File: src/inc/ffp_params.svh
/*
 Timing counts, command codes and unlock addresses for the flash command host.
 Assumes a 10 MHz core clock and a 16-bit flash bus.
*/
`ifndef FFP_PARAMS_SVH
`define FFP_PARAMS_SVH
`define FFP_CLK_NS        100
`define FFP_WE_LOW_NS     100
`define FFP_WE_HIGH_NS    100
`define FFP_WE_LOW_CYC    ((`FFP_WE_LOW_NS + `FFP_CLK_NS - 1) / `FFP_CLK_NS)
`define FFP_WE_HIGH_CYC   ((`FFP_WE_HIGH_NS + `FFP_CLK_NS - 1) / `FFP_CLK_NS)
`define FFP_ADDR_UNLOCK1  23'h000555
`define FFP_ADDR_UNLOCK2  23'h0002aa
`define FFP_DATA_UNLOCK1  16'h00aa
`define FFP_DATA_UNLOCK2  16'h0055
`define FFP_CMD_WBUF      16'h0025
`define FFP_CMD_CONFIRM   16'h0029
`define FFP_CMD_ABORT     16'h00f0
`define FFP_CMD_BYPASS    16'h0020
`define FFP_CMD_BP_PROG   16'h00a0
`define FFP_CMD_ERASE     16'h0080
`define FFP_CMD_BLK_ERASE 16'h0030
`define FFP_CMD_CHIP_ERASE 16'h0010
`define FFP_CMD_BP_RESET1 16'h0090
`define FFP_CMD_BP_RESET2 16'h0000
`define FFP_CMD_EBUF      16'h0033
`define FFP_CMD_EXT_ENTRY 16'h0088
`define FFP_CMD_EXT_EXIT3 16'h0090
`define FFP_CMD_EXT_EXIT4 16'h0000
`define FFP_WBUF_MAX_CNT  5'h1f
`define FFP_EBUF_WORDS    9'h100
`define FFP_PAGE_LSB      5
`endif

File: src/inc/ffp_pkg.sv
/*
 Types for the flash command host.
 Assumes the params header is included by users of these types.
*/
package ffp_pkg;
  typedef enum logic [3:0] {
    FFP_OP_WBUF,
    FFP_OP_ABORT,
    FFP_OP_BYPASS_ENTER,
    FFP_OP_BYPASS_PROG,
    FFP_OP_BYPASS_BLK_ERASE,
    FFP_OP_BYPASS_CHIP_ERASE,
    FFP_OP_BYPASS_RESET,
    FFP_OP_EBUF,
    FFP_OP_EXT_ENTER,
    FFP_OP_EXT_EXIT,
    FFP_OP_READ
  } ffp_op_t;
endpackage

File: src/inc/ffp_wr_if.sv
/*
 Bus-cycle request channel between the sequencer and the pin driver.
 Assumes both ends run on one clock.
*/
`timescale 1ns/100ps
interface ffp_wr_if;
  logic        req;
  logic        rd;
  logic [22:0] addr;
  logic [15:0] wdata;
  logic        done;
  logic [15:0] rdata;
  modport seq (output req, output rd, output addr, output wdata, input done, input rdata);
  modport drv (input req, input rd, input addr, input wdata, output done, output rdata);
endinterface

File: src/core/ffp_pin_drv.sv
/*
 Drives one flash bus cycle (write or read) on the strobe pins per request.
 Assumes the flash pins are idle-high strobes and data is sampled via two flops.
*/
`timescale 1ns/100ps
`include "ffp_params.svh"
module ffp_pin_drv (
  input  wire logic core_clk,
  input  wire logic srst,
  ffp_wr_if.drv     bus,
  input  wire logic [15:0] dq_sync,
  output logic      [22:0] pin_addr,
  output logic      [15:0] pin_dq_out,
  output logic             pin_dq_oe,
  output logic             pin_ce_n,
  output logic             pin_we_n,
  output logic             pin_oe_n
);
  localparam logic [3:0] LOW_CYC  = 4'(`FFP_WE_LOW_CYC);
  localparam logic [3:0] HIGH_CYC = 4'(`FFP_WE_HIGH_CYC + 2);
  typedef enum logic [1:0] {ffp_idle_t_i, ffp_low_t_i, ffp_high_t_i} ffp_pstate_t;
  ffp_pstate_t st, next_st;
  logic [3:0]  cnt, next_cnt;
  logic [22:0] next_addr;
  logic [15:0] next_dq, next_rdata;
  logic        next_oe, next_ce_n, next_we_n, next_oe_n, next_done, is_rd, next_is_rd;
  always_comb begin
    next_st = st;
    next_cnt = cnt;
    next_addr = pin_addr;
    next_dq = pin_dq_out;
    next_oe = pin_dq_oe;
    next_ce_n = pin_ce_n;
    next_we_n = pin_we_n;
    next_oe_n = pin_oe_n;
    next_done = 1'b0;
    next_rdata = bus.rdata;
    next_is_rd = is_rd;
    case (st)
      ffp_idle_t_i: begin
        if (bus.req) begin
          next_addr = bus.addr;
          next_dq = bus.wdata;
          next_oe = !bus.rd;
          next_ce_n = 1'b0;
          next_we_n = bus.rd;
          next_oe_n = !bus.rd;
          next_is_rd = bus.rd;
          next_cnt = bus.rd ? HIGH_CYC : LOW_CYC;
          next_st = ffp_low_t_i;
        end
      end
      ffp_low_t_i: begin
        if (cnt > 4'h1) begin
          next_cnt = cnt - 4'h1;
        end else begin
          // Write latched on rising strobe
          if (is_rd) begin
            next_rdata = dq_sync;
          end
          next_we_n = 1'b1;
          next_oe_n = 1'b1;
          next_ce_n = 1'b1;
          next_cnt = HIGH_CYC;
          next_st = ffp_high_t_i;
        end
      end
      default: begin
        if (cnt > 4'h1) begin
          next_cnt = cnt - 4'h1;
        end else begin
          next_oe = 1'b0;
          next_done = 1'b1;
          next_st = ffp_idle_t_i;
        end
      end
    endcase
  end
  always_ff @(posedge core_clk) begin
    if (srst) begin
      st <= ffp_idle_t_i;
      cnt <= 4'h0;
      pin_addr <= 23'h000000;
      pin_dq_out <= 16'h0000;
      pin_dq_oe <= 1'b0;
      pin_ce_n <= 1'b1;
      pin_we_n <= 1'b1;
      pin_oe_n <= 1'b1;
      bus.done <= 1'b0;
      bus.rdata <= 16'h0000;
      is_rd <= 1'b0;
    end else begin
      st <= next_st;
      cnt <= next_cnt;
      pin_addr <= next_addr;
      pin_dq_out <= next_dq;
      pin_dq_oe <= next_oe;
      pin_ce_n <= next_ce_n;
      pin_we_n <= next_we_n;
      pin_oe_n <= next_oe_n;
      bus.done <= next_done;
      bus.rdata <= next_rdata;
      is_rd <= next_is_rd;
    end
  end
endmodule

File: src/core/ffp_host.sv
/*
 Host sequencer issuing fast-program, unlock-bypass, enhanced-buffer and
 extended-block command sequences to a 16-bit asynchronous NOR flash.
 Assumes buffer data arrive on a word stream with valid/ready from same-clock logic.
*/
`timescale 1ns/100ps
`include "ffp_params.svh"
module ffp_host #(
  parameter int EBUF_WORDS = 256
) (
  input  wire logic             core_clk,
  input  wire logic             srst,
  input  wire logic             cmd_valid,
  input  wire ffp_pkg::ffp_op_t cmd_op,
  input  wire logic [22:0]      cmd_addr,
  input  wire logic [15:0]      cmd_data,
  input  wire logic [4:0]       cmd_count,
  output logic                  cmd_ready,
  input  wire logic             wd_valid,
  input  wire logic [15:0]      wd_data,
  output logic                  wd_ready,
  output logic                  cmd_done,
  output logic                  cmd_error,
  output logic [15:0]           rd_data,
  output logic                  bypass_mode,
  output logic                  ext_mode,
  output logic [22:0]           flash_addr,
  output logic [15:0]           flash_dq_out,
  output logic                  flash_dq_oe,
  input  wire logic [15:0]      flash_dq_in,
  output logic                  flash_ce_n,
  output logic                  flash_we_n,
  output logic                  flash_oe_n
);
  typedef enum logic [2:0] {ffp_idle_t_s, ffp_issue_t_s, ffp_wait_t_s, ffp_fin_t_s} ffp_state_t;
  ffp_wr_if    wr ();
  ffp_state_t  st, next_st;
  ffp_pkg::ffp_op_t op, next_op;
  logic [9:0]  step, next_step;
  logic [22:0] base, next_base;
  logic [15:0] data, next_data;
  logic [4:0]  count, next_count;
  logic        next_bypass, next_ext, next_done, next_err, next_cready, next_wready;
  logic [15:0] next_rd;
  logic [15:0] dq_meta, dq_sync;
  logic        req, next_req, rd, next_rdreq;
  logic [22:0] waddr, next_waddr;
  logic [15:0] wdat, next_wdat;
  logic        last, is_load;

  // Address in the page that holds a, with the word offset replaced by off
  function automatic logic [22:0] page_addr(input logic [22:0] a, input logic [4:0] off);
    page_addr = {a[22:`FFP_PAGE_LSB], off};
  endfunction

  assign wr.req   = req;
  assign wr.rd    = rd;
  assign wr.addr  = waddr;
  assign wr.wdata = wdat;

  ffp_pin_drv u_drv (
    .core_clk   (core_clk),
    .srst       (srst),
    .bus        (wr),
    .dq_sync    (dq_sync),
    .pin_addr   (flash_addr),
    .pin_dq_out (flash_dq_out),
    .pin_dq_oe  (flash_dq_oe),
    .pin_ce_n   (flash_ce_n),
    .pin_we_n   (flash_we_n),
    .pin_oe_n   (flash_oe_n)
  );

  // Bus cycle number step of the current sequence
  always_comb begin
    next_waddr = base;
    next_wdat  = data;
    next_rdreq = 1'b0;
    last       = 1'b0;
    is_load    = 1'b0;
    case (op)
      ffp_pkg::FFP_OP_ABORT, ffp_pkg::FFP_OP_BYPASS_ENTER, ffp_pkg::FFP_OP_EXT_ENTER,
      ffp_pkg::FFP_OP_EXT_EXIT: begin
        next_waddr = (step == 10'h1) ? `FFP_ADDR_UNLOCK2 : `FFP_ADDR_UNLOCK1;
        next_wdat  = (step == 10'h0) ? `FFP_DATA_UNLOCK1 : (step == 10'h1) ? `FFP_DATA_UNLOCK2 :
                     (op == ffp_pkg::FFP_OP_ABORT) ? `FFP_CMD_ABORT :
                     (op == ffp_pkg::FFP_OP_BYPASS_ENTER) ? `FFP_CMD_BYPASS :
                     (op == ffp_pkg::FFP_OP_EXT_ENTER) ? `FFP_CMD_EXT_ENTRY :
                     (step == 10'h2) ? `FFP_CMD_EXT_EXIT3 : `FFP_CMD_EXT_EXIT4;
        last = (op == ffp_pkg::FFP_OP_EXT_EXIT) ? (step == 10'h3) : (step == 10'h2);
      end
      ffp_pkg::FFP_OP_BYPASS_PROG: begin
        next_wdat = (step == 10'h0) ? `FFP_CMD_BP_PROG : data;
        last = (step == 10'h1);
      end
      ffp_pkg::FFP_OP_BYPASS_BLK_ERASE, ffp_pkg::FFP_OP_BYPASS_CHIP_ERASE: begin
        next_wdat = (step == 10'h0) ? `FFP_CMD_ERASE :
                    (op == ffp_pkg::FFP_OP_BYPASS_CHIP_ERASE) ? `FFP_CMD_CHIP_ERASE : `FFP_CMD_BLK_ERASE;
        last = (step == 10'h1);
      end
      ffp_pkg::FFP_OP_BYPASS_RESET: begin
        next_wdat = (step == 10'h0) ? `FFP_CMD_BP_RESET1 : `FFP_CMD_BP_RESET2;
        last = (step == 10'h1);
      end
      ffp_pkg::FFP_OP_WBUF: begin
        if (!bypass_mode && step < 10'h2) begin
          next_waddr = (step == 10'h1) ? `FFP_ADDR_UNLOCK2 : `FFP_ADDR_UNLOCK1;
          next_wdat  = (step == 10'h0) ? `FFP_DATA_UNLOCK1 : `FFP_DATA_UNLOCK2;
        end else if (step == (bypass_mode ? 10'h0 : 10'h2)) begin
          next_wdat = `FFP_CMD_WBUF;
        end else if (step == (bypass_mode ? 10'h1 : 10'h3)) begin
          next_wdat = {11'h000, count};
        end else if (step == (bypass_mode ? 10'h0 : 10'h2) + 10'h3 + {5'h00, count}) begin
          next_wdat = `FFP_CMD_CONFIRM;
          last = 1'b1;
        end else begin
          is_load = 1'b1;
          next_waddr = page_addr(base, base[4:0] + 5'(step - (bypass_mode ? 10'h2 : 10'h4)));
          next_wdat = wd_data;
        end
      end
      ffp_pkg::FFP_OP_EBUF: begin
        if (!bypass_mode && step < 10'h2) begin
          next_waddr = (step == 10'h1) ? `FFP_ADDR_UNLOCK2 : `FFP_ADDR_UNLOCK1;
          next_wdat  = (step == 10'h0) ? `FFP_DATA_UNLOCK1 : `FFP_DATA_UNLOCK2;
        end else if (step == (bypass_mode ? 10'h0 : 10'h2)) begin
          next_wdat = `FFP_CMD_EBUF;
        end else if (step == (bypass_mode ? 10'h1 : 10'h3) + 10'(EBUF_WORDS)) begin
          next_waddr = {base[22:8], 8'h00};
          next_wdat = `FFP_CMD_CONFIRM;
          last = 1'b1;
        end else begin
          is_load = 1'b1;
          next_waddr = {base[22:8], 8'(step - (bypass_mode ? 10'h1 : 10'h3))};
          next_wdat = wd_data;
        end
      end
      default: begin
        next_rdreq = 1'b1;
        last = 1'b1;
      end
    endcase
  end

  always_comb begin
    next_st = st;
    next_op = op;
    next_step = step;
    next_base = base;
    next_data = data;
    next_count = count;
    next_bypass = bypass_mode;
    next_ext = ext_mode;
    next_done = 1'b0;
    next_err = 1'b0;
    next_rd = rd_data;
    next_req = 1'b0;
    next_cready = 1'b0;
    next_wready = 1'b0;
    case (st)
      ffp_idle_t_s: begin
        next_cready = 1'b1;
        if (cmd_valid && cmd_ready) begin
          next_cready = 1'b0;
          next_op = cmd_op;
          next_base = cmd_addr;
          next_data = cmd_data;
          next_count = cmd_count;
          next_step = 10'h0;
          next_st = ffp_issue_t_s;
          if ((ext_mode && (cmd_op == ffp_pkg::FFP_OP_BYPASS_BLK_ERASE ||
               cmd_op == ffp_pkg::FFP_OP_BYPASS_CHIP_ERASE || cmd_op == ffp_pkg::FFP_OP_BYPASS_ENTER)) ||
              // Bypass-only commands need bypass mode
              (!bypass_mode && (cmd_op == ffp_pkg::FFP_OP_BYPASS_PROG || cmd_op == ffp_pkg::FFP_OP_BYPASS_RESET ||
               cmd_op == ffp_pkg::FFP_OP_BYPASS_BLK_ERASE || cmd_op == ffp_pkg::FFP_OP_BYPASS_CHIP_ERASE)) ||
              (cmd_op == ffp_pkg::FFP_OP_WBUF && ({1'b0, cmd_addr[4:0]} + {1'b0, cmd_count}) > 6'h1f)) begin
            next_err = 1'b1;
            next_done = 1'b1;
            next_st = ffp_fin_t_s;
          end
        end
      end
      ffp_issue_t_s: begin
        if (!is_load || wd_valid) begin
          next_req = 1'b1;
          next_wready = is_load;
          next_st = ffp_wait_t_s;
        end
      end
      ffp_wait_t_s: begin
        if (wr.done) begin
          if (last) begin
            next_rd = wr.rdata;
            next_done = 1'b1;
            next_st = ffp_fin_t_s;
            if (op == ffp_pkg::FFP_OP_BYPASS_ENTER) next_bypass = 1'b1;
            if (op == ffp_pkg::FFP_OP_BYPASS_RESET) next_bypass = 1'b0;
            if (op == ffp_pkg::FFP_OP_EXT_ENTER) next_ext = 1'b1;
            if (op == ffp_pkg::FFP_OP_EXT_EXIT) next_ext = 1'b0;
          end else begin
            next_step = step + 10'h1;
            next_st = ffp_issue_t_s;
          end
        end
      end
      default: begin
        next_st = ffp_idle_t_s;
      end
    endcase
  end

  always_ff @(posedge core_clk) begin
    if (srst) begin
      st <= ffp_idle_t_s;
      op <= ffp_pkg::FFP_OP_READ;
      step <= 10'h000;
      base <= 23'h000000;
      data <= 16'h0000;
      count <= 5'h00;
      bypass_mode <= 1'b0;
      ext_mode <= 1'b0;
      cmd_done <= 1'b0;
      cmd_error <= 1'b0;
      rd_data <= 16'h0000;
      req <= 1'b0;
      rd <= 1'b0;
      waddr <= 23'h000000;
      wdat <= 16'h0000;
      cmd_ready <= 1'b0;
      wd_ready <= 1'b0;
      dq_meta <= 16'h0000;
      dq_sync <= 16'h0000;
    end else begin
      st <= next_st;
      op <= next_op;
      step <= next_step;
      base <= next_base;
      data <= next_data;
      count <= next_count;
      bypass_mode <= next_bypass;
      ext_mode <= next_ext;
      cmd_done <= next_done;
      cmd_error <= next_err;
      rd_data <= next_rd;
      req <= next_req;
      if (next_req) begin
        rd <= next_rdreq;
        waddr <= next_waddr;
        wdat <= next_wdat;
      end
      cmd_ready <= next_cready;
      wd_ready <= next_wready;
      dq_meta <= flash_dq_in;
      dq_sync <= dq_meta;
    end
  end
endmodule

File: config.mk
export PLATFORM = sky130hd
export DESIGN_NAME = ffp_host
export DESIGN_NICKNAME = d
export VERILOG_FILES = /design/src/inc/ffp_pkg.sv /design/src/inc/ffp_wr_if.sv /design/src/core/ffp_pin_drv.sv /design/src/core/ffp_host.sv
export VERILOG_INCLUDE_DIRS = /design/src /design/src/inc
export SDC_FILE = /design/constraint.sdc
export NUM_CORES = 1
export LEC_CHECK = 0
export BUFFER_PORTS_ARGS = -buffer_cell sky130_fd_sc_hd__buf_4
export CAP_MARGIN = 15
export CORE_ASPECT_RATIO = 2
export CORE_MARGIN = 10
export CORE_UTILIZATION = 45
export CTS_CLUSTER_DIAMETER = 30
export DETAILED_ROUTE_END_ITERATION = 7
export PLACE_DENSITY = 0.65
export RECOVER_POWER = 100
export REMOVE_ABC_BUFFERS = 1
export SKIP_LAST_GASP = 1
export SYNTH_ARGS = -nofsm -noshare
export SYNTH_HDL_FRONTEND = slang
export SYNTH_SLANG_ARGS = --single-unit
File: constraint.sdc
create_clock -name core_clk -period 10.5 [get_ports core_clk]
set_clock_uncertainty 0.15 [all_clocks]
set_input_delay 1.05 -clock core_clk [delete_from_list [all_inputs] [get_ports core_clk]]
set_output_delay 1.05 -clock core_clk [all_outputs]
set_load 0.05 [all_outputs]
Word-level counts from Yosys, hierarchy flattened
Index checks and enable logic that the tools add are counted.
{"block": "totals", "in_bits": 84, "word_cells": 213, "out_inout_bits": 65, "reg_bits": 223}
{"block": "op_classes", "n_addsub": 9, "mux": 90, "eq_ne": 31, "reduce_logical": 45, "order_cmp": 3, "n_bitwise": 5}
{"op": "$mux W16", "count": 8}
{"op": "$pmux W16 S6", "count": 1}
{"op": "$mux W8", "count": 11}
{"op": "$pmux W23 S3", "count": 1}
{"op": "$mux W23", "count": 2}
{"op": "$mux W1", "count": 33}
{"op": "$mux W10", "count": 3}
{"op": "$eq A4 B3 Y1 const B", "count": 7}
{"op": "$eq A10 B10 Y1", "count": 2}
{"op": "$eq A10 B2 Y1", "count": 2}
{"op": "$eq A10 B2 Y1 const B", "count": 2}
{"op": "$pmux W10 S2", "count": 1}
{"op": "$reduce_and A3 Y1", "count": 6}
{"op": "$eq A4 B2 Y1 const B", "count": 4}
{"op": "$mux W2", "count": 8}
{"op": "$mux W5", "count": 3}
{"op": "$mux W3", "count": 4}
{"op": "$mux W4", "count": 3}
{"op": "$ne A2 B2 Y1 const B", "count": 6}
{"op": "$pmux W1 S2", "count": 6}
{"op": "$reduce_and A4 Y1", "count": 3}
{"op": "$mux W11", "count": 1}
{"op": "$add A10 B1 Y10 const B", "count": 1}
{"op": "$add A10 B2 Y10 const B", "count": 1}
{"op": "other kinds (37)", "count": 64}

Logic depth before layout (Yosys ltp)
Gate-level depths: netlist of run 1.
{"block": "depth", "word_depth": 13, "depth_mapped": 14, "mapped_depth_nobuf": 12}

By module
A second synthesis of run 1 with hierarchy kept.
{"block": "hier_totals", "cells_unflattened": 1183, "hier_area_um2": 9918.3}
{"mod": "ffp_host", "cells_each": 895, "instances": 1, "area_per_inst_um2": 7414.6}
{"mod": "ffp_pin_drv", "cells_each": 288, "instances": 1, "area_per_inst_um2": 2503.7}

Least setup slack after synthesis of run 1
No wires, ideal clock.
{"block": "synth_timing", "kind": "register -> register", "startpoint": "register bypass_mode", "endpoint": "register waddr[9]", "path_slack_ns": 6.764, "path_buffers": 2, "path_stages_with_launch": 14, "required_time_ns": 10.218, "arrival_time_ns": 3.454, "synth_period_minus_slack_ns": 3.736, "setup_ns": 0.132, "path_cell_list": "dfxtp_1 ha_1 inv_1 ha_1 fa_1 or3b_1 a211oi_2 o22ai_2 o21a_1 or3_1 buf_2 buf_2 a221oi_1 nor3_1"}
{"block": "synth_between", "elab_chain_cells": 13, "word_cells_on_any_way": 26, "cone_classes": "3 x add/sub; 4 x eq/ne; 15 x mux; 4 x reduce/logical"}
{"item": "from (decl)", "line": "ffp_host.sv:25", "source": "output logic bypass_mode,"}
{"item": "from (signal assigned)", "line": "ffp_host.sv:240", "source": "bypass_mode <= next_bypass;"}
{"item": "$mux W2", "line": "ffp_host.sv:109, ffp_host.sv:113, ffp_host.sv:126"}
{"item": "$add A10 B2 Y10", "line": "ffp_host.sv:113", "source": "end else if (step == (bypass_mode ? 10'h0 : 10'h2) + 10'h3 + {5'h00, count}) begin"}
{"item": "$add A10 B5 Y10", "line": "ffp_host.sv:113"}
{"item": "$eq A10 B10 Y1", "line": "ffp_host.sv:113"}
{"item": "$mux W1", "line": "ffp_host.sv:113"}
{"item": "$mux W1", "line": "ffp_host.sv:111", "source": "end else if (step == (bypass_mode ? 10'h1 : 10'h3)) begin"}
{"item": "$mux W1", "line": "ffp_host.sv:109", "source": "end else if (step == (bypass_mode ? 10'h0 : 10'h2)) begin"}
{"item": "$mux W1", "line": "ffp_host.sv:106", "source": "if (!bypass_mode && step < 10'h2) begin"}
{"item": "$pmux W1 S2", "line": "ffp_host.sv:81", "source": "case (op)"}
{"item": "$logic_not A1 Y1", "line": "ffp_host.sv:184", "source": "if (!is_load || wd_valid) begin"}
{"item": "$logic_or A1 B1 Y1", "line": "ffp_host.sv:184"}
{"item": "$mux W1", "line": "ffp_host.sv:184"}
{"item": "$mux W1", "line": "ffp_host.sv:160", "source": "case (st)"}
{"item": "to (signal assigned)", "line": "ffp_host.sv:248", "source": "waddr <= next_waddr;"}
{"item": "to (decl)", "line": "ffp_host.sv:47", "source": "logic [22:0] waddr, next_waddr;"}
Parallel ways exist; a longest one is shown, timed or not.
A chain may end at the register's enable or synchronous reset.

Worst setup path after layout of run 1
{"block": "layout_timing", "startpoint": "input port srst", "endpoint": "register wdat[7]"}
{"item": "from (decl)", "line": "ffp_host.sv:12", "source": "input wire logic srst,"}
{"item": "to (signal assigned)", "line": "ffp_host.sv:249", "source": "wdat <= next_wdat;"}
{"item": "to (decl)", "line": "ffp_host.sv:48", "source": "logic [15:0] wdat, next_wdat;"}
No word-level cell between the ends.

==> impl.org, run 1 <==
** Run status
- Run status :: finished with violations
- Violations in the final reports :: max-capacitance violations, max-slew violations

** Timing
- The final number of max-transition violations was 221.
- Crit share post-route :: 53.5%
- Total negative slack :: 0 ps
- The worst path in the final design needs a cycle of 5620 ps, including I/O delays and setup.
- Slew at the pin closest to its max-slew limit :: 4130 ps
- Setup repair after global routing left no endpoint under its margin.
- Final Setup Violations :: 0
- Fmax achieved :: 0.178 GHz
- Relative slew slack :: -175%
- Final Hold Viols :: 0

** Worst setup path
- Data required time of the critical path :: 10590 ps
- CP startpoint :: srst
- Data arrival time of the critical path :: 5710 ps
- The setup path with the least slack is of type in -> reg.
- Startpoint of the most critical register-to-register path :: bypass_mode$_SDFFE_PP0P_
- STA classifies the critical path startpoint as an input port.
- Along the worst path, the maximum fanout reaches 97.
- Nature of the critical path endpoint :: register

** Power
- The worst-case IR drop observed on VDD is 0.124 mV.
- The design draws 0.00198 W.
- The share of total power dissipated in sequential elements is 44.8%.
- Net Sw Frac :: 25.4%
- Power spread over the standard cell area amounts to 168 nW/um2.
- Of the total power, the clock network draws 46.2%.
- The analysis attributes to cell leakage a power of 4.48 nW.
- NetSw :: 0.000501 W
- Cell Int Power :: 0.00147 W
- Combinational logic is responsible for 9.0% of the overall power.

** Clock network
- Once the clock tree was built, the resizer swapped 0 gates to a different size.
- Post-CTS setup repair buffer count :: 0
- Clock Pin Slew Worst Setup and Hold Paths :: 60 ps
- The number of hold buffers added after CTS was 0.
- Clock network latency to the later pin of the worst-skew pair :: 530 ps
- TritonCTS built the clock tree.
- Clock H-tree levels :: 1
- In this run, CTS created clock tree buffers numbering 29.
- Number of buffers on the longest clock path :: 3
- In this run the clock root is driven by a sky130_fd_sc_hd__clkbuf_16.
- Counting every sink on the clock net gives 222.

** Final layout
- Area used by multi-input combinational logic :: 5080 um2
- After routing the design area is 11800 um2.
- Fraction of layout instances using a drive strength above 1 :: 11.8%
- Storage element area :: 4440 um2
- Final layout net count :: 1433
- The library cell used most frequently in the layout, excluding fill and tap cells, is sky130_fd_sc_hd__nand2_1.
- Top library cells by usage in the layout, fill and taps aside :: 252 x sky130_fd_sc_hd__nand2_1, 222 x sky130_fd_sc_hd__dfxtp_1, 155 x sky130_fd_sc_hd__a21oi_1
- Counting the fill cells in the layout gives 2189.
- Signed area change from the synthesized netlist to the final layout :: 17.9%
- Antenna fix cells :: 0

** Die
- The initial utilization of the core area, before any placement, comes to 45.5%.
- Top-level I/O count :: 149
- The die covers 28900 um2.
- The floorplan step set the die width to 125 um.
- Height of the die :: 231 um
- Placement row count :: 77
- Standard cell core area :: 22000 um2

** Yosys
- Synth Warn # :: 0
- Mapped Cells :: 1224
- Register bit total from synthesis :: 222
- Synth unique cells :: 76
- After synthesis, the share of flip-flops with an asynchronous set or reset is 0%.
- After synthesis the cells add up to 10000 um2.
- Post-synth EDFFs :: 0
- Syn Area/Cell :: 8.17 um2
- Top_reg_cell synth :: sky130_fd_sc_hd__dfxtp_1
- Part of the Yosys area used for sequential elements :: 44.5%

** Global route
- The total overflow left after global routing is 0.
- First-pass GRT wire length :: 48.8 mm
- For this run, the total global-route usage over all layers was measured as 20.6%.
- The number of global-route vias before repair is 9011.
- Maximum number of pins on one net before global-route repair :: 98
- Antenna violations before repair :: 0

** Route
- Once detail routing completed, the nets flagged for antenna violations numbered 0.
- Final Routed Wirelength :: 31.5 mm
- Detailed routing inserted a total of 9062 vias.
- The first routing iteration left 595 violations.
- Number of design rule violations left after detail routing :: 0
- DRT Pass-1 Iters :: 5
- Average wire per cell in the routed design :: 19.4 um
- After detailed routing, the number of vias per cell comes to 5.59.

** Place
- Once placement finished, the instance area stood at 11200 um2.
- HPWL reported at the end of detailed placement :: 23.4 mm
- Port-buffer cells :: 148
- The congestion estimate from routability-driven global placement came to 0.966.

** Min path
- In this run the worst hold path is classified as reg -> reg.
- Start point of the worst hold path :: dq_sync[2]$_SDFF_PP0_

** Job
- Max cap viols :: 4
## sequential cells by signal, summed over array words and instances, names as in the netlist, 2 cells and up
signal            flops
dq_sync              16
u_drv.cnt             4
count                 5
u_drv.pin_addr       23
op                    4
wdat                 16
u_drv.bus.rdata      16
data                 16
dq_meta              16
rd_data              16
step                 10
st                    2
base                 23
u_drv.st              2
waddr                23
u_drv.pin_dq_out     16
## cells in the mapped netlist (8+ instances only)
cell | count | share of area, %
sky130_fd_sc_hd__nand3_1 | 21 | 1.1
sky130_fd_sc_hd__ha_1 | 20 | 2.5
sky130_fd_sc_hd__o31ai_1 | 9 | 0.68
sky130_fd_sc_hd__a211oi_1 | 9 | 0.68
sky130_fd_sc_hd__xnor2_1 | 10 | 0.88
sky130_fd_sc_hd__inv_1 | 22 | 0.83
sky130_fd_sc_hd__or4_1 | 10 | 0.75
sky130_fd_sc_hd__xor2_1 | 8 | 0.70
sky130_fd_sc_hd__nor3_1 | 34 | 1.7
sky130_fd_sc_hd__a22o_1 | 15 | 1.3
sky130_fd_sc_hd__dfxtp_1 | 222 | 44
sky130_fd_sc_hd__o21ai_0 | 35 | 1.8
sky130_fd_sc_hd__nor2b_1 | 37 | 2.3
sky130_fd_sc_hd__nor2_1 | 97 | 3.6
sky130_fd_sc_hd__and3_1 | 9 | 0.56
sky130_fd_sc_hd__a221oi_1 | 10 | 0.88
sky130_fd_sc_hd__nand2_1 | 253 | 9.5
sky130_fd_sc_hd__a21oi_1 | 155 | 7.8
sky130_fd_sc_hd__mux2i_1 | 19 | 1.9
sky130_fd_sc_hd__or3_1 | 8 | 0.50
sky130_fd_sc_hd__buf_2 | 11 | 0.55
sky130_fd_sc_hd__clkbuf_1 | 70 | 2.6
## through the flow
| stage | hold WS [ps] | worst slack [ps] | util (%) | std cells |
|---|---|---|---|---|
| finish | 281 | 4880 | 53.6 | 1620 |
| global placement | 266 | 6250 | 50.9 | 1570 |
| floorplan | 261 | 5860 | - | 1135 |
| global route | 298 | 4340 | 53.6 | 1620 |
| detailed placement | 272 | 6130 | 50.9 | 1570 |
| CTS | 284 | 6130 | 55.0 | 1620 |
## critical path, cell delays in order
cell and delay [ps]:
sky130_fd_sc_hd__clkbuf_1 1210, sky130_fd_sc_hd__clkbuf_1 2980, sky130_fd_sc_hd__o41ai_1 380
## final timing paths
| kind | depth (start not counted) | endpoint | slack (ps) |
|---|---|---|---|
| worst min register to register | 2 | u_drv.bus.rdata[2]$_SDFFE_PP0P_ | 280 |
| worst max register to register | 12 | wdat[6]$_SDFFE_PP0P_ | 5180 |
| worst max-delay path | 3 | wdat[7]$_SDFFE_PP0P_ | 4880 |
| worst min-delay path | 2 | u_drv.bus.rdata[2]$_SDFFE_PP0P_ | 280 |
## power by group through the flow
stage,Sequential (W),Combinational [W],Clock [W]
after floorplan,0.000905,0.0000950,0
after global placement,0.000903,0.000179,0
after detailed placement,0.000904,0.000181,0
after CTS,0.000885,0.000182,0.000932
after global routing,0.000888,0.000197,0.000970
final,0.000886,0.000178,0.000912
## routing by layer
metal	part of all wire [%]	global-route usage [%]	wire length, um
met1	36	20.2	11400
met2	56	40.7	17500
met3	4.2	2.98	1340
met4	3.9	9.83	1230
met5	0	0	0
## cells by family after synthesis
group / Yosys count / share of synthesized area [%]
flip-flops: 222 / 44.5
buffers and inverters: 111 / 4.58
adder cells (fa/ha/maj): 24 / 3.30
XOR/XNOR: 18 / 1.58
AO/OA/AOI/OAI: 310 / 19.8
multiplexers: 22 / 2.24
AND/OR/NAND/NOR: 517 / 24.0
## area by class of cell
type	count	area share [%]
inverter	22	0.701
clock buffer	37	6.75
multi-input combinational	891	43.1
tap	276	2.93
clock inverter	13	0.913
timing repair buffer	159	7.90
sequential	222	37.7
Note: power is estimated with default switching activity, not from simulation.
==> run 2: changes to the inputs <==
==> constraint.sdc (replaced) <==
create_clock -name core_clk -period 5.9 [get_ports core_clk]
set_clock_uncertainty 0.15 [all_clocks]
set_input_delay 0.59 -clock core_clk [delete_from_list [all_inputs] [get_ports core_clk]]
set_output_delay 0.59 -clock core_clk [all_outputs]
set_load 0.05 [all_outputs]
==> run 2 against run 1 <==
Effect of this change: the flow still finishes with violations (max-capacitance violations, max-slew violations); die area unchanged; flip-flop and latch count unchanged; largest cell class unchanged; cell area up 0.52%; via count down 0.87%; sequential share of layout area down 0.20 points; non-clock buffer count down 2; highest routed layer unchanged; largest power group unchanged; count of clock-buffer cells in the layout down 2.
==> impl.org, run 2 (synthesized netlist as in run 1, its figures left out) <==
** Timing
- Relative slew slack :: -151% (+24 points)
- Total negative slack :: 0 ps (unchanged)
- The final number of max-transition violations is 185 (-16%).
- The transition at the pin with the smallest max-transition slack is 3760 ps (-364 ps).
- The number of failing hold endpoints at the final stage was 0 (unchanged).
- Setup repair after global routing left no endpoint under its margin.
- Derived from the worst setup path, the maximum achievable clock frequency is 0.204 GHz.
- Final Setup Violations :: 0 (unchanged)
- Min cycle time layout :: 4910 ps
- Hold Slack :: 116 ps (-165 ps)
- Crit share post-route :: 83.3%

** Job
- The number of maximum-capacitance violations came to 3 (-1).

** Worst setup path
- The startpoint identified for the worst register-to-register timing path is bypass_mode$_SDFFE_PP0P_.
- Maximum fanout encountered on the critical timing path :: 22 (-77%)
- Launching element type of the critical path :: register
- The number of cells on the worst reg-to-reg path was 12 (unchanged).
- The critical path in this run is classified as reg -> reg.
- The data arrival time of the critical path was 5230 ps (-480 ps).
- Nature of the critical path endpoint :: register
- CP startpoint :: bypass_mode$_SDFFE_PP0P_
- The worst-case register-to-register setup slack was 990 ps (-4190 ps).
- Data required time of the critical path :: 6220 ps (-4370 ps)
- Worst r2r dst :: waddr[16]$_SDFFE_PP0P_

** Clock network
- Number of buffers on the longest clock path :: 3 (unchanged)
- The post-CTS clock slew at the launch and capture registers of the worst setup and hold paths was 60 ps (about the same).
- The number of clock sinks came to 222 (unchanged).
- Cts bufs inserted :: 28 (-3.4%)
- Clk Tree Root Cell :: sky130_fd_sc_hd__clkbuf_16
- Post-cts hold buffer count :: 0 (unchanged)
- The post-CTS setup buffer count was 0 (unchanged).
- The H-tree depth came to 1 (unchanged).
- The number of gates resized after cts came to 0 (unchanged).
- TritonCTS built the clock tree.
- The clock insertion delay at the later pin of the skew report is 540 ps (about the same).

** Min path
- For hold timing, the worst endpoint is dq_meta[4]$_SDFF_PP0_.
- Worst hold-check path type :: in -> reg
- Start point of the worst hold path :: flash_dq_in[4]
- Hold Path Stages :: 2 (unchanged)

** Place
- Area after DPL :: 11200 um2 (-0.13%)
- Routability Congestion :: 0.965 (-0.16%)
- The total of buffers placed on input and output ports is 148 (unchanged).
- HPWL reported at the end of detailed placement :: 23.2 mm (-0.74%)

** Power
- P_leak :: 4.51 nW (+0.79%)
- Pwr dens :: 305 nW/um2 (+82%)
- Maximum ir drop on the vdd rail :: 0.254 mV (+100%)

** Final layout
- Fraction of layout instances using a drive strength above 1 :: 12.1% (+0.22 points)
- Top library cells by usage in the layout, fill and taps aside :: 253 x sky130_fd_sc_hd__nand2_1, 222 x sky130_fd_sc_hd__dfxtp_1, 155 x sky130_fd_sc_hd__a21oi_1
- Largest registers :: base x23, u_drv.pin_addr x23, waddr x23
- Commonest non-fill, non-tap cell in the layout :: sky130_fd_sc_hd__nand2_1
- The net count of the finished layout is 1430 (-0.21%).
- The number of diodes came to 0 (unchanged).
- Signed area change from the synthesized netlist to the final layout :: 18.5%
- The post-layout instance area is 11800 um2 (+0.52%).

** Route
- The aggregate routed wire length is 31.3 mm (-0.58%).
- Number of design rule violations left after detail routing :: 0 (unchanged)
- Post-route antenna net violation count :: 0 (unchanged)
- Via-per-instance ratio :: 5.55 (-0.87%)
- The number of optimization iterations in the first detailed-route pass came to 5 (unchanged).
- The initial detailed-routing violation count is 595 (unchanged).
- Average wire per cell in the routed design :: 19.3 um (-0.58%)
- The vias after detailed routing is 8983 (-0.87%).

** Die
- The y dimension of the die was 231 um (unchanged).
- The boundary pin count came to 149 (unchanged).
- Standard cell core area :: 22000 um2 (unchanged)
- Initial standard-cell utilization of the core :: 45.5% (unchanged)
- The row count was 77 (unchanged).
- The x dimension of the die is 125 um (unchanged).
- Total Die Area :: 28900 um2 (unchanged)

** Run status
- Violations in the final reports :: max-capacitance violations, max-slew violations
- Run status :: finished with violations

** Global route
- The initial antenna violation count is 0 (unchanged).
- The maximum number of pins on one net before global-route repair is 112 (+14%).
- First-pass GRT wire length :: 49.1 mm (+0.65%)
- Vias in the first global route :: 9004 (-0.078%)
- The residual overflow from global routing is 0 (unchanged).
- The aggregate global-route resource usage came to 20.6% (about the same).
==> run 2: final cells by class <==
| class | count | area [um2] |
|---|---|---|
| multi-input cells | 891 | 5080 |
| repair buffers | 157 | 928 |
| inverters | 22 | 82.6 |
| clock inverters | 17 | 199 |
| flip-flops and latches | 222 | 4440 |
| well taps | 276 | 345 |
| clock buffers | 35 | 767 |
| fillers | 2176 | 10100 |
==> run 2: worst max path at each step <==
stage / cells past startpoint / end / slack [ps]
after detailed placement: 12 / waddr[12]$_SDFFE_PP0P_ / 1480
final: 12 / waddr[16]$_SDFFE_PP0P_ / 990
after floorplan: 11 / waddr[11]$_SDFFE_PP0P_ / 1260
after CTS: 12 / waddr[16]$_SDFFE_PP0P_ / 1470
after global routing: 12 / waddr[13]$_SDFFE_PP0P_ / 600
after global placement: 12 / waddr[18]$_SDFFE_PP0P_ / 1640
==> run 2: per-stage QoR <==
stage	power (W)	worst slack [ps]	std cells	util, %
final	0.00361	988	1620	53.9
after global routing	0.00375	599	1620	53.9
after CTS	0.00366	1470	1620	55.3
after detailed placement	0.00193	1480	1568	50.9
after global placement	0.00192	1640	1568	50.9
after floorplan	0.00178	1260	1135	-
==> run 2: layer usage <==
layer / global-route usage, % / up-vias / routed length (um)
li1: - / 4448 / -
met1: 20.9 / 4223 / 11700
met2: 39.0 / 233 / 16800
met3: 2.82 / 79 / 1120
met4: 12.0 / 0 / 1740
met5: 0 / - / 0
==> run 2: worst max-delay path, stage by stage, from the launching register on <==
cell	delay [ps]
sky130_fd_sc_hd__dfxtp_1	770
sky130_fd_sc_hd__ha_1	350
sky130_fd_sc_hd__inv_1	70
sky130_fd_sc_hd__ha_1	170
sky130_fd_sc_hd__fa_1	260
sky130_fd_sc_hd__or3b_1	380
sky130_fd_sc_hd__a211oi_2	250
sky130_fd_sc_hd__o22ai_1	210
sky130_fd_sc_hd__o21a_1	270
sky130_fd_sc_hd__nor3_4	450
sky130_fd_sc_hd__clkbuf_1	740
sky130_fd_sc_hd__and3_1	560
sky130_fd_sc_hd__a22o_1	200
==> run 2: report_power, final <==
part	switching (W)	internal [W]	leakage, nW
Sequential	0.0000320	0.00154	1.80
Combinational	0.000197	0.000119	2.24
Clock	0.000687	0.00103	0.470
==> run 3: changes to the inputs <==
==> constraint.sdc (replaced) <==
create_clock -name core_clk -period 4.6 [get_ports core_clk]
set_clock_uncertainty 0.15 [all_clocks]
set_input_delay 0.46 -clock core_clk [delete_from_list [all_inputs] [get_ports core_clk]]
set_output_delay 0.46 -clock core_clk [all_outputs]
set_load 0.05 [all_outputs]
==> run 3 against run 2 <==
Effect of this change: critical path type unchanged; first-iteration DRC count fell by 14%; global-route usage grew 0.30 points; largest power group unchanged; register-to-register slack worse by 330 ps; maximum frequency grew 25%; the flow still finishes with violations (max-capacitance violations, max-slew violations); routed wire length grew 1.9%; count of clock-buffer cells in the layout shrank 5.
==> impl.org, run 3 (synthesized netlist as in run 1, its figures left out) <==
** Timing
- Min cycle time layout :: 3940 ps (-971 ps)
- The post-route clock period utilization is 85.7% (+2.4 points).
- Setup repair after global routing left no endpoint under its margin.
- The transition at the pin with the smallest max-transition slack was 2410 ps (-1350 ps).
- The post-layout worst setup margin was 659 ps (-329 ps).
- Fmax achieved :: 0.254 GHz (+25%)
- The number of failing hold endpoints at the final stage was 0 (unchanged).
- The final setup violation count came to 0 (unchanged).
- Total count of max-transition violations in the final report :: 201 (+8.6%)
- Relative slew slack :: -60.8% (+90 points)

** Power
- Pwr dens :: 377 nW/um2 (+23%)
- Cell Int Power :: 0.00331 W (+23%)
- Net Sw Frac :: 26.0% (+0.64 points)
- The combinational share of power came to 9.2% (+0.4 points).
- The maximum VDD drop came to 0.385 mV (+51%).
- The static power due to leakage was 4.52 nW (+0.26%).
- The clock share of power is 45.6% (-2.0 points).
- NetSw :: 0.00116 W (+27%)
- Share of total power in sequential cells :: 45.3% (+1.7 points)

** Final layout
- In the layout the commonest cells are 253 x sky130_fd_sc_hd__nand2_1, 222 x sky130_fd_sc_hd__dfxtp_1, 155 x sky130_fd_sc_hd__a21oi_1.
- Storage element area :: 4440 um2 (unchanged)
- Area used by multi-input combinational logic :: 5070 um2 (-0.17%)
- Largest registers :: base x23, u_drv.pin_addr x23, waddr x23
- The fraction of final layout cells with drive strength greater than 1 came to 12.3% (+0.23 points).
- Antenna fix cells :: 0 (unchanged)
- Final layout net count :: 1447 (+1.2%)
- Filler cell count :: 2197 (+0.97%)
- The filler-free cell count of the finished design came to 1635 (+0.93%).
- Commonest non-fill, non-tap cell in the layout :: sky130_fd_sc_hd__nand2_1
- Relative to the synthesized area, the layout overhead comes to 18.9%.

** Place
- The placed wire-length estimate after detailed placement was 23.9 mm (+3.1%).
- The total of buffers placed on input and output ports was 148 (unchanged).
- The pre-CTS worst setup slack is 1020 ps (-461 ps).
- Routability Congestion :: 1.03 (+6.5%)
- The number of placed instances, taps included is 1578 (+0.64%).

** Route
- Final Routed Wirelength :: 31.9 mm (+1.9%)
- Post-route antenna net violation count :: 0 (unchanged)
- The vias after detailed routing was 9173 (+2.1%).
- The initial detailed-routing violation count is 512 (-14%).
- The number of optimization iterations in the first detailed-route pass came to 5 (unchanged).
- The post-detailed-route DRC marker count came to 0 (unchanged).
- Average wire per cell in the routed design :: 19.5 um (+0.93%)
- Via-per-instance ratio :: 5.61 (+1.2%)

** Die
- Total Die Area :: 28900 um2 (unchanged)
- Placement row count :: 77 (unchanged)
- The initial cell density of the core is 45.5% (unchanged).
- The y dimension of the die was 231 um (unchanged).
- Chip Width :: 125 um (unchanged)
- Top-level I/O count :: 149 (unchanged)
- The core area is 22000 um2 (unchanged).

** Worst setup path
- For this design, the slowest cell found on the critical path is sky130_fd_sc_hd__clkbuf_1.
- Length in cells of the worst reg-to-reg path :: 13 (+1)
- STA classifies the critical path endpoint as a register.
- Data required time of the critical path :: 4880 ps (-1340 ps)
- Critical path buffer and inverter count :: 3 (+1)
- The critical path's largest stage delay came to 580 ps (-190 ps).
- The worst-case register-to-register setup slack came to 660 ps (-330 ps).
- The worst-path maximum fanout was 11 (-50%).
- Startpoint of the most critical register-to-register path :: count[1]$_SDFFE_PP0P_
- In this run the critical register-to-register path is captured at wdat[7]$_SDFFE_PP0P_.
- Cell family with the largest share of critical-path delay :: compound AO/OA/AOI/OAI gates
- Launching element type of the critical path :: register
- Setup CP Type :: reg -> reg
- Sequence of cells on the critical path :: inv_1 -> ha_1 -> inv_1 -> ha_1 -> fa_1 -> and4b_1 -> a22o_1 -> o22ai_1 -> nor2_1 -> o311ai_0 -> clkbuf_1 -> a211oi_1 -> o41ai_2
- The data arrival time of the critical path was 4220 ps (-1010 ps).

** Clock network
- Clock Pin Slew Worst Setup and Hold Paths :: 60 ps (about the same)
- Number of buffers on the longest clock path :: 3 (unchanged)
- Number of gates resized after cts :: 0 (unchanged)
- The number of clock sinks came to 222 (unchanged).
- CTS tree :: done
- Clock H-tree levels :: 1 (unchanged)
- Clock network latency to the later pin of the worst-skew pair :: 520 ps (-20 ps)
- Clock tree synthesis selected as its root buffer the cell sky130_fd_sc_hd__clkbuf_16.
- The post-CTS setup buffer count was 0 (unchanged).
- Cts bufs inserted :: 27 (-3.6%)

** Job
- Max cap viols :: 3 (unchanged)

** Global route
- Gr ovfl total :: 0 (unchanged)
- Total track usage :: 20.9% (+0.30 points)
- The number of global-route vias before repair is 9123 (+1.3%).
- The first-pass GRT wire length came to 49.2 mm (+0.34%).
- Maximum number of pins on one net before global-route repair :: 120 (+7.1%)
- Antenna violations before repair :: 0 (unchanged)

** Min path
- Worst hold-check path type :: in -> reg
- The worst hold path terminates at dq_meta[3]$_SDFF_PP0_.
- The startpoint identified for the worst hold timing path is flash_dq_in[3].
- The hold-critical path depth is 2 (unchanged).

** Run status
- The checks that failed: max-capacitance violations, max-slew violations.
- The flow ran to the end, but the final reports show violations.
## run 3: changes by cell type in the layout (fill, tap and decap cells not counted), moves of 2 or more
| cell | delta |
|---|---|
| sky130_fd_sc_hd__inv_8 | -2 |
| sky130_fd_sc_hd__clkinv_4 | -2 |
| sky130_fd_sc_hd__buf_4 | +4 |
| sky130_fd_sc_hd__clkbuf_8 | -3 |
| sky130_fd_sc_hd__dlygate4sd3_1 | +7 |
| sky130_fd_sc_hd__clkinvlp_4 | +6 |
| sky130_fd_sc_hd__clkbuf_4 | +4 |
## run 3: repair_timing
action / 4_1_cts / 5_1_grt
setup endpoints to repair: 0 / 0
hold buffers: 7 / 0
hold endpoints to repair: 7 / 0
## run 3: metal layers
layer	GRT usage [%]	vias to the layer above	wire, um
met5	0	-	0
met4	13.9	0	2090
met3	2.71	105	1380
met2	40.3	298	17300
met1	20.0	4289	11100
li1	-	4481	-
## run 3: layout make-up
cell class / instances / share of cell area (%)
multi-input combinational: 891 / 42.6
sequential: 222 / 37.4
timing repair buffer: 175 / 9.01
clock buffer: 30 / 5.86
tap: 276 / 2.90
clock inverter: 19 / 1.51
inverter: 22 / 0.695
## run 3: through the flow
stage,utilization [%],hold WS (ps),total power [W],TNS (ps),cell area (um2)
6_report,54.1,10.9,0.00448,0,11900
5_1_grt,54.1,7.87,0.00463,0,11900
4_1_cts,55.6,1.14,0.00452,0,12200
3_5_place_dp,51.3,270,0.00248,0,11300
3_3_place_gp,51.3,268,0.00247,0,11300
2_1_floorplan,-,261,0.00228,-646,9620
## run 3: worst max-delay path by stage
stage                             start                        to  slack (ps)  depth (start not counted)
2_1_floorplan  bypass_mode$_SDFFE_PP0P_    waddr[11]$_SDFFE_PP0P_         -40                         11
3_3_place_gp      count[1]$_SDFFE_PP0P_  bypass_mode$_SDFFE_PP0P_        1140                         12
3_5_place_dp      count[1]$_SDFFE_PP0P_    waddr[16]$_SDFFE_PP0P_        1020                         13
4_1_cts           count[1]$_SDFFE_PP0P_    waddr[16]$_SDFFE_PP0P_        1000                         13
5_1_grt           count[1]$_SDFFE_PP0P_      wdat[7]$_SDFFE_PP0P_         420                         13
6_report          count[1]$_SDFFE_PP0P_      wdat[7]$_SDFFE_PP0P_         660                         13
## run 3: power by group through the flow
stage	Sequential [W]	Combinational, W	Clock [W]
after floorplan	0.00207	0.000217	0
after global placement	0.00207	0.000405	0
after detailed placement	0.00207	0.000410	0
after CTS	0.00203	0.000418	0.00208
after global routing	0.00203	0.000452	0.00215
final	0.00203	0.000410	0.00204
